<file path="src/rtl/rtc_ctrl_defines.svh">
// register offsets, reset values and timing figures of the rtc control block
`ifndef RTC_CTRL_DEFINES_SVH
`define RTC_CTRL_DEFINES_SVH

`define RTC_ADDR_CONTROL     8'h0e
`define RTC_ADDR_STATUS      8'h0f
`define RTC_ADDR_UNMAPPED_RD 8'h00

// control: disable 0, bbsq 0, convert_request 0, unused 11, interrupt_control 1, enables 00
`define RTC_CTRL_RESET       8'h1c
// status: stop flag 1, 32k enable 1, flags 0
`define RTC_STAT_RESET       8'h88

// oscillator time base in hertz
`define RTC_OSC_HZ           32768
// periodic conversion interval in seconds on main supply and on battery
`define RTC_CONVERT_REQUEST_SEC_VCC     1
`define RTC_CONVERT_REQUEST_SEC_BAT     10
// least time between compensation runs in seconds
`define RTC_COMP_MIN_SEC     1

`endif

</file>
<file path="src/rtl/rtc_ctrl_pkg.sv">
// types shared by the rtc control and status block
package rtc_ctrl_pkg;

	typedef struct packed {
		logic       osc_disable_on_battery;
		logic       battery_square_wave_enable;
		logic       convert_request;
		logic [1:0] unused_ctrl_bits;
		logic       interrupt_control;
		logic       second_alarm_enable;
		logic       first_alarm_enable;
	} control_t;

	typedef struct packed {
		logic       oscillator_stop_flag;
		logic [2:0] zero_bits;
		logic       khz_output_enable;
		logic       busy;
		logic       second_alarm_flag;
		logic       first_alarm_flag;
	} status_flags_t;

	typedef enum logic [1:0] {
		CONVERT_REQUEST_IDLE = 2'b01,
		CONVERT_REQUEST_RUN  = 2'b10
	} convert_request_state_t;

endpackage

</file>
<file path="src/rtl/rtc_control_status_regs.sv">
// control and status registers of a battery-backed real-time clock
`include "rtc_ctrl_defines.svh"

module rtc_control_status_regs
	import rtc_ctrl_pkg::*;
#(
	parameter int unsigned OSC_HZ       = `RTC_OSC_HZ,
	parameter int unsigned CONVERT_REQUEST_SEC_BAT = `RTC_CONVERT_REQUEST_SEC_BAT
) (
	input  wire logic       clk_i,
	input  wire logic       reset_i,
	input  wire logic [7:0] reg_addr_i,
	input  wire logic       reg_wr_i,
	input  wire logic [7:0] reg_wdata_i,
	output logic      [7:0] reg_rdata_o,
	input  wire logic       osc_clk_i,
	input  wire logic       vcc_below_pf_i,
	input  wire logic       osc_running_i,
	input  wire logic       alarm1_match_i,
	input  wire logic       alarm2_match_i,
	input  wire logic       convert_request_done_i,
	output logic            osc_enable_o,
	output logic            sec_tick_o,
	output logic            convert_request_start_o,
	output logic            comp_run_o,
	output logic            interrupt_square_wave_pin_o,
	output logic            interrupt_square_wave_pin_oe_o,
	output logic            khz_out_o,
	output logic            khz_oe_o
);

	localparam int unsigned HALF_SEC = OSC_HZ / 2;
	localparam int unsigned CW       = $clog2(OSC_HZ);
	localparam int unsigned SW       = $clog2(CONVERT_REQUEST_SEC_BAT + 1);

	// synchronisers: [0] osc clock, [1] supply low, [2] oscillator running
	logic [2:0] meta_ff;
	logic [2:0] sync_ff;
	logic       osc_prev_ff;

	always_ff @(posedge clk_i) begin
		if (reset_i) begin
			meta_ff     <= 3'h0;
			sync_ff     <= 3'h0;
			osc_prev_ff <= 1'b0;
		end else begin
			meta_ff     <= {osc_running_i, vcc_below_pf_i, osc_clk_i};
			sync_ff     <= meta_ff;
			osc_prev_ff <= sync_ff[0];
		end
	end

	logic on_battery;
	logic osc_rise;
	assign on_battery = sync_ff[1];
	assign osc_rise   = sync_ff[0] & ~osc_prev_ff;

	control_t      ctrl_ff;
	status_flags_t stat_ff;
	convert_request_state_t   convert_request_state_ff;
	logic          osc_en;
	logic          wr_ctrl;
	logic          wr_stat;
	control_t      wctrl;
	status_flags_t wstat;

	assign wr_ctrl = reg_wr_i && (reg_addr_i == `RTC_ADDR_CONTROL);
	assign wr_stat = reg_wr_i && (reg_addr_i == `RTC_ADDR_STATUS);
	assign wctrl   = control_t'(reg_wdata_i);
	assign wstat   = status_flags_t'(reg_wdata_i);

	// oscillator stops only on battery with disable set
	assign osc_en = ~(ctrl_ff.osc_disable_on_battery & on_battery);

	always_ff @(posedge clk_i) begin
		if (reset_i) begin
			osc_enable_o <= 1'b1;
		end else begin
			osc_enable_o <= osc_en;
		end
	end

	// half-second divider on the oscillator edges, frozen while stopped
	logic [CW-1:0] div_ff;
	logic          sq_ff;
	logic          sec_tick_ff;

	always_ff @(posedge clk_i) begin
		if (reset_i) begin
			div_ff      <= '0;
			sq_ff       <= 1'b1;
			sec_tick_ff <= 1'b0;
		end else begin
			sec_tick_ff <= 1'b0;
			if (osc_en && osc_rise) begin
				if (div_ff == CW'(HALF_SEC - 1)) begin
					div_ff      <= '0;
					sq_ff       <= ~sq_ff;
					sec_tick_ff <= sq_ff;
				end else begin
					div_ff <= div_ff + 1'b1;
				end
			end
		end
	end

	assign sec_tick_o = sec_tick_ff;

	// periodic conversion schedule, counted in seconds only
	logic [SW-1:0] sched_ff;
	logic          periodic_due_ff;
	logic          sched_hit;
	logic          start_convert_request;
	logic          user_waiting;
	logic          user_active_ff;

	assign sched_hit = sec_tick_ff &&
		(on_battery ? (sched_ff >= SW'(CONVERT_REQUEST_SEC_BAT - 1)) : (SW'(`RTC_CONVERT_REQUEST_SEC_VCC) == SW'(1)));
	// one conversion may serve a due periodic run and a user request at once
	assign user_waiting = ctrl_ff.convert_request & ~user_active_ff;
	assign start_convert_request   = (convert_request_state_ff == CONVERT_REQUEST_IDLE) && osc_en &&
		(periodic_due_ff || user_waiting);

	always_ff @(posedge clk_i) begin
		if (reset_i) begin
			sched_ff        <= '0;
			periodic_due_ff <= 1'b1;
		end else begin
			if (sec_tick_ff) begin
				sched_ff <= sched_hit ? '0 : sched_ff + 1'b1;
			end
			if (sched_hit) begin
				periodic_due_ff <= 1'b1;
			end else if (start_convert_request) begin
				periodic_due_ff <= 1'b0;
			end
		end
	end

	// conversion sequencer
	always_ff @(posedge clk_i) begin
		if (reset_i) begin
			convert_request_state_ff  <= CONVERT_REQUEST_IDLE;
			user_active_ff <= 1'b0;
			convert_request_start_o   <= 1'b0;
		end else begin
			convert_request_start_o <= 1'b0;
			unique case (convert_request_state_ff)
				CONVERT_REQUEST_IDLE: begin
					if (start_convert_request) begin
						convert_request_state_ff  <= CONVERT_REQUEST_RUN;
						user_active_ff <= ctrl_ff.convert_request;
						convert_request_start_o   <= 1'b1;
					end
				end
				CONVERT_REQUEST_RUN: begin
					if (convert_request_done_i) begin
						convert_request_state_ff  <= CONVERT_REQUEST_IDLE;
						user_active_ff <= 1'b0;
					end
				end
			endcase
		end
	end

	// compensation gate: one run per second at most
	logic comp_pending_ff;
	logic comp_allow_ff;
	logic comp_go;
	assign comp_go = comp_pending_ff && comp_allow_ff && osc_en;

	always_ff @(posedge clk_i) begin
		if (reset_i) begin
			comp_pending_ff <= 1'b0;
			comp_allow_ff   <= 1'b1;
			comp_run_o      <= 1'b0;
		end else begin
			comp_run_o <= comp_go;
			// a result finished on the run edge stays pending
			if (convert_request_done_i && convert_request_state_ff == CONVERT_REQUEST_RUN) begin
				comp_pending_ff <= 1'b1;
			end else if (comp_go) begin
				comp_pending_ff <= 1'b0;
			end
			// a run on the tick edge spends the new second's allowance
			if (comp_go) begin
				comp_allow_ff <= 1'b0;
			end else if (sec_tick_ff) begin
				comp_allow_ff <= 1'b1;
			end
		end
	end

	// control register
	logic convert_request_finish;
	assign convert_request_finish = (convert_request_state_ff == CONVERT_REQUEST_RUN) && convert_request_done_i && user_active_ff;

	always_ff @(posedge clk_i) begin
		if (reset_i) begin
			ctrl_ff <= control_t'(`RTC_CTRL_RESET);
		end else begin
			if (wr_ctrl) begin
				ctrl_ff.osc_disable_on_battery     <= wctrl.osc_disable_on_battery;
				ctrl_ff.battery_square_wave_enable <= wctrl.battery_square_wave_enable;
				ctrl_ff.unused_ctrl_bits           <= wctrl.unused_ctrl_bits;
				ctrl_ff.interrupt_control          <= wctrl.interrupt_control;
				ctrl_ff.second_alarm_enable        <= wctrl.second_alarm_enable;
				ctrl_ff.first_alarm_enable         <= wctrl.first_alarm_enable;
			end
			// convert rises only on a written 1, falls when its own conversion ends
			if (wr_ctrl && wctrl.convert_request && !ctrl_ff.convert_request) begin
				ctrl_ff.convert_request <= 1'b1;
			end else if (convert_request_finish) begin
				ctrl_ff.convert_request <= 1'b0;
			end
		end
	end

	// status register; hardware sets win over software clears
	logic stop_seen;
	logic a1_set;
	logic a2_set;
	assign stop_seen = ~sync_ff[2] | ~osc_en;
	assign a1_set    = alarm1_match_i & sec_tick_ff & osc_en;
	assign a2_set    = alarm2_match_i & sec_tick_ff & osc_en;

	always_ff @(posedge clk_i) begin
		if (reset_i) begin
			stat_ff <= status_flags_t'(`RTC_STAT_RESET);
		end else begin
			stat_ff.zero_bits <= 3'h0;
			stat_ff.busy      <= 1'b0;
			// level set: repeats while the oscillator stays down
			if (stop_seen) begin
				stat_ff.oscillator_stop_flag <= 1'b1;
			end else if (wr_stat && !wstat.oscillator_stop_flag) begin
				stat_ff.oscillator_stop_flag <= 1'b0;
			end
			if (wr_stat) begin
				stat_ff.khz_output_enable <= wstat.khz_output_enable;
			end
			if (a2_set) begin
				stat_ff.second_alarm_flag <= 1'b1;
			end else if (wr_stat && !wstat.second_alarm_flag) begin
				stat_ff.second_alarm_flag <= 1'b0;
			end
			if (a1_set) begin
				stat_ff.first_alarm_flag <= 1'b1;
			end else if (wr_stat && !wstat.first_alarm_flag) begin
				stat_ff.first_alarm_flag <= 1'b0;
			end
		end
	end

	// register read port, one cycle behind the address
	status_flags_t stat_rd;
	always_comb begin
		stat_rd           = stat_ff;
		// busy and the zero bits are live, never taken from storage
		stat_rd.zero_bits = 3'h0;
		stat_rd.busy      = (convert_request_state_ff == CONVERT_REQUEST_RUN);
	end

	always_ff @(posedge clk_i) begin
		if (reset_i) begin
			reg_rdata_o <= 8'h00;
		end else if (reg_addr_i == `RTC_ADDR_CONTROL) begin
			reg_rdata_o <= ctrl_ff;
		end else if (reg_addr_i == `RTC_ADDR_STATUS) begin
			reg_rdata_o <= stat_rd;
		end else begin
			reg_rdata_o <= `RTC_ADDR_UNMAPPED_RD;
		end
	end

	// shared interrupt / square-wave pin, open drain
	logic alarm_irq;
	logic nxt_int_oe;
	assign alarm_irq =
		(stat_ff.second_alarm_flag & ctrl_ff.second_alarm_enable) |
		(stat_ff.first_alarm_flag & ctrl_ff.first_alarm_enable);

	always_comb begin
		// on battery with the wave disabled the pin is released, alarms too
		if (on_battery && !ctrl_ff.battery_square_wave_enable) begin
			nxt_int_oe = 1'b0;
		end else if (ctrl_ff.interrupt_control) begin
			nxt_int_oe = alarm_irq;
		end else begin
			nxt_int_oe = ~sq_ff;
		end
	end

	logic int_oe_ff;
	logic khz_out_ff;
	logic khz_oe_ff;

	always_ff @(posedge clk_i) begin
		if (reset_i) begin
			int_oe_ff  <= 1'b0;
			khz_out_ff <= 1'b0;
			khz_oe_ff  <= 1'b1;
		end else begin
			int_oe_ff  <= nxt_int_oe;
			// 32k output follows the synced time base, held low while stopped
			khz_out_ff <= sync_ff[0] & osc_en;
			khz_oe_ff  <= stat_ff.khz_output_enable;
		end
	end

	assign interrupt_square_wave_pin_o    = 1'b0;
	assign interrupt_square_wave_pin_oe_o = int_oe_ff;
	assign khz_out_o    = khz_out_ff;
	assign khz_oe_o     = khz_oe_ff;

endmodule // rtc_control_status_regs

</file>
<file path="config.mk">
export PLATFORM = sky130hd
export DESIGN_NAME = rtc_control_status_regs
export DESIGN_NICKNAME = d
export VERILOG_FILES = /design/src/rtl/rtc_ctrl_pkg.sv /design/src/rtl/rtc_control_status_regs.sv
export VERILOG_INCLUDE_DIRS = /design/src /design/src/rtl
export SDC_FILE = /design/constraint.sdc
export NUM_CORES = 1
export LEC_CHECK = 0
export ABC_AREA = 0
export BUFFER_PORTS_ARGS = -buffer_cell sky130_fd_sc_hd__buf_2
export CAP_MARGIN = 20
export CORE_UTILIZATION = 48
export CTS_BUF_LIST = sky130_fd_sc_hd__clkbuf_16
export DETAILED_ROUTE_END_ITERATION = 8
export PLACE_DENSITY = 0.7
export SYNTH_ARGS = -nofsm -noshare
export SYNTH_HDL_FRONTEND = slang
export SYNTH_SLANG_ARGS = --single-unit
export TNS_END_PERCENT = 5
</file>
<file path="constraint.sdc">
create_clock -name clk_i -period 2.53 [get_ports clk_i]
set_input_delay 0 -clock clk_i [delete_from_list [all_inputs] [get_ports clk_i]]
set_output_delay 0 -clock clk_i [all_outputs]
set_load 0.02 [all_outputs]
</file>
==> run_results.csv, run 1 <==
group,metric,value,unit
sta,tns,0,ps
yosys,synth_ff_type,"dfxtp_1",
worst_setup_path,path_class,"reg -> reg",
yosys,syn_area,2380,µm²
yosys,ys_types,48,
sta,hold_violations,0,
worst_hold_path,hp-start,"reg_addr_i[0]",
sta,skew,4.09,ps
global_route,antenna_found_initial,0,
sta,period_needed,1850,ps
clock_tree,ctsHoldBuffers,15,
layout,final_layout_size_suffix_gt1_share,19.7,%
clock_tree,numCtsBuffers,9,
floorplan,rows,25,
worst_setup_path,crit_path_top_delay_cell,"or4_1",
power,p_seq_share,41.8,%
global_route,grt_max_degree,35,
floorplan,die_area,5250,µm²
clock_tree,cts_num_sinks,60,
clock_tree,clk_pin_slew,50,ps
yosys,synth_fp_nets,287,
yosys,yosysSeqAreaShare,50.4,%
sta,fin_crit_sh,73.2,%
floorplan,initial_core_util,50.2,%
route,drtIter0Drc,128,
worst_setup_path,r2r-end,"div_ff[12]",
worst_setup_path,worstPathCellList,"ha_1 > nand3_1 > or3_4 > or4_1 > a21oi_1",
power,p_comb_share,4.2,%
clock_tree,ctsResizeCount,0,
route,via_per_inst,5.17,
global_route,grt_pass1_wl,8.32,mm
floorplan,io_pins,41,
sta,setup_viol,0,
layout,n_antenna_cell,0,
run_status,status,"complete, no violations",
power,internal-power,1.86,mW
global_route,grt_util_all_layers,20.9,%
power,pwr-share-clk,54.0,%
yosys,synth_warnings,0,
yosys,synth_edf_count,0,
sta,worst-slew-pin-transition,633,ps
place,dp.cells,355,
clock_tree,cts_setup_buffers,0,
layout,area_growth,28.7,%
route,first_pass_iters,4,
worst_setup_path,rr_startpoint,"div_ff[0]",
yosys,async_flop_share,0,%
floorplan,die_y,72.5,µm
power,p_sw,0.463,mW
worst_setup_path,reg2reg_depth,5,
clock_tree,cts_tree,"done",
worst_setup_path,setup.worst_path.end_class,"flop",
floorplan,core_area,4750,µm²
sta,worst_slew_margin_rel,57.8,%
layout,nNetsFinal,343,
global_route,grt_pass1_vias,1837,
route,routedWlPerCell,12.9,µm
sta,rsz0062_at_grt,"false",
worst_setup_path,crit_required,2780,ps
floorplan,fp.dieW,72.5,µm
yosys,ys_ff_latch,60,
yosys,synth_cells,258,
worst_hold_path,worst_hold_path.num_cells,2,
sta,drv_slew,0,
route,remaining_drc_errors,0,
clock_tree,cts-root-buf,"clkbuf_16",
layout,stdcell_count,386,
yosys,syn_area_per_cell,9.24,µm²
layout,final_common_cell,"dfxtp_1",
place,routabilityCongestion,0.793,
layout,mostFrequentLayoutCells,"60 x dfxtp_1, 39 x buf_2, 29 x nor2_1",
power,powerDensity,756,nW/µm²
worst_setup_path,cpPeakStageDelay,480,ps
place,io_buffer_count,39,
power,leakage,1.25,nW
worst_setup_path,critPathLaunchType,"flop",
worst_hold_path,holdPathEnd,"reg_rdata_o[5]",
global_route,overflow,0,
worst_hold_path,hold_class,"in -> reg",
route,drt-total-wl,4.98,mm
worst_setup_path,rrSetupSlack,680,ps
clock_tree,clockBufferDepth,2,
power,vdd_drop_max,449,µV
clock_tree,clk_latency,320,ps
worst_setup_path,arrival,2100,ps
place,place_hpwl,3.23,mm
power,swShare,20.0,%
flow_run,drv_cap,0,
worst_setup_path,worst-path-max-fanout,9,
route,ant_nets,0,
route,vias,1996,
clock_tree,htreeDepth,3,
sta,fmax,0.540,GHz
-- routing by layer --
metal  vias to the layer above  global-route usage, %  routed length, µm  share of wire [%]
li1                       1008                      -                  -                  -
met1                       928                   25.7               2400                 48
met2                        51                   34.6               2290                 46
met3                         9                   4.17                197                4.0
met4                         0                   11.1                 92                1.8
met5                         -                      0                  0                  0
-- stage by stage --
stage / total power, mW / worst slack [ps] / util [%] / hold slack, ps / area, µm²
3_3_place_gp: 1.07 / 763 / 54.9 / 211 / 2610
6_report: 2.32 / 679 / 64.6 / 27.2 / 3070
3_5_place_dp: 1.07 / 713 / 54.9 / 225 / 2610
5_1_grt: 2.38 / 525 / 64.6 / 35.1 / 3070
4_1_cts: 2.33 / 676 / 64.6 / 24.3 / 3070
2_1_floorplan: 1.04 / 749 / - / 128 / 2380
-- final cells by class --
cell class | instances | area [µm²]
Sequential cell | 60 | 1200
Multi-Input combinational cell | 176 | 1080
Tap cell | 67 | 83.8
Clock inverter | 7 | 82.6
Fill cell | 414 | 1690
Clock buffer | 9 | 225
Inverter | 12 | 45.0
Timing Repair Buffer | 55 | 353
-- worst max path at each step --
stage / startpoint / slack [ps] / cells past startpoint / endpoint
3_3_place_gp: div_ff[0] / 760 / 5 / div_ff[12]
5_1_grt: div_ff[0] / 520 / 5 / div_ff[2]
6_report: div_ff[0] / 680 / 5 / div_ff[12]
4_1_cts: div_ff[0] / 680 / 5 / div_ff[12]
3_5_place_dp: div_ff[0] / 710 / 5 / div_ff[12]
2_1_floorplan: div_ff[0] / 750 / 6 / div_ff[12]
-- sequential cells by signal (all words and copies together) (netlist names), 2 cells and up --
| name | count |
|---|---|
| ctrl_ff | 8 |
| stat_ff | 4 |
| div_ff | 15 |
| reg_rdata_o | 8 |
| meta_ff | 3 |
| sync_ff | 3 |
| sched_ff | 4 |
| convert_request_state_ff | 2 |
-- Yosys cell counts (all sizes together) (2+ instances only) --
cell | n | area, µm²
nor2 | 29 | 109
clkbuf | 6 | 22.5
and4 | 2 | 17.5
or3 | 7 | 51.3
nand2 | 18 | 67.6
o211ai | 2 | 15.0
nand4 | 4 | 25.0
or4 | 2 | 15.0
ha | 4 | 50.1
inv | 12 | 45.0
a21oi | 19 | 95.1
o31ai | 3 | 36.3
and3 | 2 | 12.5
nor4 | 3 | 18.8
nand3b | 2 | 15.0
o22ai | 2 | 12.5
mux2i | 9 | 90.1
xor2 | 4 | 35.0
o21ai | 7 | 35.0
nor3 | 8 | 40.0
a21o | 2 | 16.3
nor2b | 9 | 56.3
nand3 | 12 | 60.1
buf | 4 | 37.5
and2 | 3 | 21.3
nand2b | 3 | 18.8
o311ai | 2 | 17.5
or2 | 2 | 12.5
xnor2 | 5 | 43.8
dfxtp | 60 | 1200
-- power groups by stage --
stage	clock network (mW)	registers (mW)	logic, mW
2_1_floorplan	0	0.990	0.0490
3_3_place_gp	0	0.989	0.0800
3_5_place_dp	0	0.990	0.0811
4_1_cts	1.26	0.971	0.0972
5_1_grt	1.30	0.972	0.108
6_report	1.25	0.971	0.0975
-- critical path: cells and delay by family (launching register included) --
kind / cells / cell delay (ps)
simple gates: 3 / 1060
compound gates: 1 / 140
flops: 1 / 390
fa+ha+maj: 1 / 190
-- kinds of logic (layout without fill, tap and decap cells) --
kind of cell	Yosys count	in the layout	share of synthesized area, %
AOI/OAI and AO/OA	42	42	11.4
adders and majority gates	4	4	2.10
buffers and inverters	22	83	4.41
muxes	9	9	3.78
xor gates and xnor gates	9	9	3.31
other	1	1	0.157
DFF	60	60	50.4
and+or+nand+nor	111	111	24.5
Power figures use the tool's default switching activity.
==> run 2, diff against run 1 <==
--- a/config.mk
+++ b/config.mk
@@ -12,7 +12,7 @@
 export CORE_UTILIZATION = 48
 export CTS_BUF_LIST = sky130_fd_sc_hd__clkbuf_16
 export DETAILED_ROUTE_END_ITERATION = 8
-export PLACE_DENSITY = 0.7
+export PLACE_DENSITY = 0.73
 export SYNTH_ARGS = -nofsm -noshare
 export SYNTH_HDL_FRONTEND = slang
 export SYNTH_SLANG_ARGS = --single-unit
==> constraint.sdc (replaced) <==
create_clock -name clk_i -period 1.5 [get_ports clk_i]
set_input_delay 0 -clock clk_i [delete_from_list [all_inputs] [get_ports clk_i]]
set_output_delay 0 -clock clk_i [all_outputs]
set_load 0.02 [all_outputs]
==> run 2 against run 1 <==
Net effect: the flow now finishes with violations (setup timing); clock skew grew 4.5 ps; first-iteration DRC count fell by 6.3%; largest power group unchanged; cell area is 8.0% higher; clock-buffer cell count did not move; via count rose by 4.0%; worst hold slack got worse by 4.4 ps; total power rose by 69%; core utilization rose by 5.2 points.
==> run_results.csv, run 2 (synthesis gave the netlist of run 1 again) <==
group,metric,value,unit
global_route,grt_pass1_wl,9.09,mm
worst_setup_path,crit_buf_inv,0,
sta,fin_crit_sh,109,%
route,drt-total-wl,5.38,mm
clock_tree,clk_latency,320,ps
floorplan,die_y,72.5,µm
worst_setup_path,crit_required,1740,ps
floorplan,fp.dieW,72.5,µm
layout,final_layout_size_suffix_gt1_share,28.6,%
worst_setup_path,worst-path-max-fanout,9,
worst_setup_path,worstPathCellList,"ha_4 > nand3_2 > or3_4 > or3_2 > a21oi_1",
sta,skew,8.60,ps
worst_setup_path,critPathTopFamily,"simple AND/OR/NAND/NOR gates",
worst_setup_path,path_class,"reg -> reg",
floorplan,die_area,5250,µm²
layout,largest_register,"div_ff",
sta,worst_slack,-141,ps
floorplan,core_area,4750,µm²
clock_tree,cts_num_sinks,60,
place,dp.cells,384,
route,via_per_inst,5.02,
run_status,status,"finished, violations left",
worst_setup_path,critPathLaunchType,"flop",
layout,n_antenna_cell,0,
route,first_pass_iters,4,
power,leakage,1.38,nW
flow_run,drv_cap,0,
floorplan,io_pins,41,
power,powerDensity,1190,nW/µm²
layout,largest_registers,"div_ff: 15 flops, ctrl_ff: 8 flops, reg_rdata_o: 8 flops",
power,vdd_drop_max,1150,µV
sta,tns,-746,ps
global_route,grt_util_all_layers,22.9,%
layout,mostFrequentLayoutCells,"56 x dfxtp_1, 39 x buf_2, 29 x buf_4",
layout,stdcell_count,413,
run_status,violations,"setup timing",
sta,setup_viol,12,
layout,nFillCells,364,
layout,largest_reg_flops,15,
global_route,overflow,0,
place,routabilityCongestion,0.793,
layout,final_common_cell,"dfxtp_1",
sta,fmax,0.609,GHz
clock_tree,clockBufferDepth,2,
clock_tree,htreeDepth,3,
worst_setup_path,cpPeakStageDelay,460,ps
clock_tree,numCtsBuffers,9,
clock_tree,cts_tree,"done",
place,place_hpwl,3.62,mm
route,ant_nets,0,
worst_hold_path,hold_class,"in -> reg",
layout,area_growth,39.0,%
worst_setup_path,setup.worst_path.end_class,"flop",
route,remaining_drc_errors,0,
clock_tree,clk_pin_slew,60,ps
sta,rsz0062_at_grt,"true",
global_route,antenna_found_initial,0,
worst_setup_path,arrival,1890,ps
route,routedWlPerCell,13.0,µm
layout,nNetsFinal,370,
route,vias,2075,
clock_tree,cts-root-buf,"clkbuf_16",
worst_setup_path,crit_path_top_delay_cell,"or3_2",
global_route,grt_max_degree,16,
sta,hold_ws,22.8,ps
sta,hold_violations,0,
place,io_buffer_count,39,
floorplan,initial_core_util,50.2,%
sta,drv_slew,0,
route,drtIter0Drc,120,
floorplan,rows,25,
global_route,grt_pass1_vias,2079,
sta,period_needed,1640,ps
run 2: cell types whose count changed in the layout (fill, tap and decap cells not counted), sizes merged:
cell / before / now
buf: 40 / 69
clkinvlp: 0 / 1
clkinv: 4 / 3
dlygate4sd3: 15 / 13
run 2: final cells by class:
type | instances | area, µm² | share of cell area, %
repair buffers | 82 | 563 | 17.0
clock inverters | 7 | 82.6 | 2.49
inverters | 12 | 45.0 | 1.36
flip-flops and latches | 60 | 1210 | 36.4
multi-input cells | 176 | 1110 | 33.4
clock buffers | 9 | 225 | 6.80
well taps | 67 | 83.8 | 2.53
run 2: power by group:
group	internal (mW)	leakage, nW	switching (mW)	total [mW]
combinational	0.100	0.743	0.0899	0.190
sequential	1.62	0.488	0.0163	1.64
clock	1.43	0.149	0.675	2.10
run 2: timing repair:
action                                 4_1_cts  5_1_grt
setup endpoints to repair                   13       20
hold buffers                                13        0
resized for setup                            3        3
pin swaps                                    0        0
setup buffers                                0        0
endpoints found under the hold margin       15        0
run 2: metal layers:
metal | vias up | part of all wire (%) | global-route usage, %
li1 | 1064 | - | -
met1 | 954 | 46 | 27.7
met2 | 49 | 49 | 38.3
met3 | 8 | 3.7 | 5.00
met4 | 0 | 1.7 | 11.3
met5 | - | 0 | 0
run 2: worst reg2reg max path: stages (launching register included):
cell and delay [ps]:
dfxtp_2 350, ha_4 140, nand3_2 70, or3_4 390, or3_2 460, a21oi_1 160
run 2: per-stage QoR:
step	utilization (%)	setup slack (ps)	area (µm²)	power, mW
after floorplan	-	-219	2400	1.75
after global placement	60.0	-112	2850	1.83
after detailed placement	60.0	-153	2850	1.83
after CTS	69.6	-141	3310	3.96
after global routing	69.7	-225	3310	4.05
final	69.7	-141	3310	3.93
run 2: final timing paths:
path              cells past startpoint                   start              to  slack [ps]
setup / recovery                      5               div_ff[1]      div_ff[10]        -140
hold / removal                        4  convert_request_done_i  user_active_ff          20
setup reg to reg                      5               div_ff[1]      div_ff[10]        -140
hold reg to reg                       1              sync_ff[2]      stat_ff[7]         380
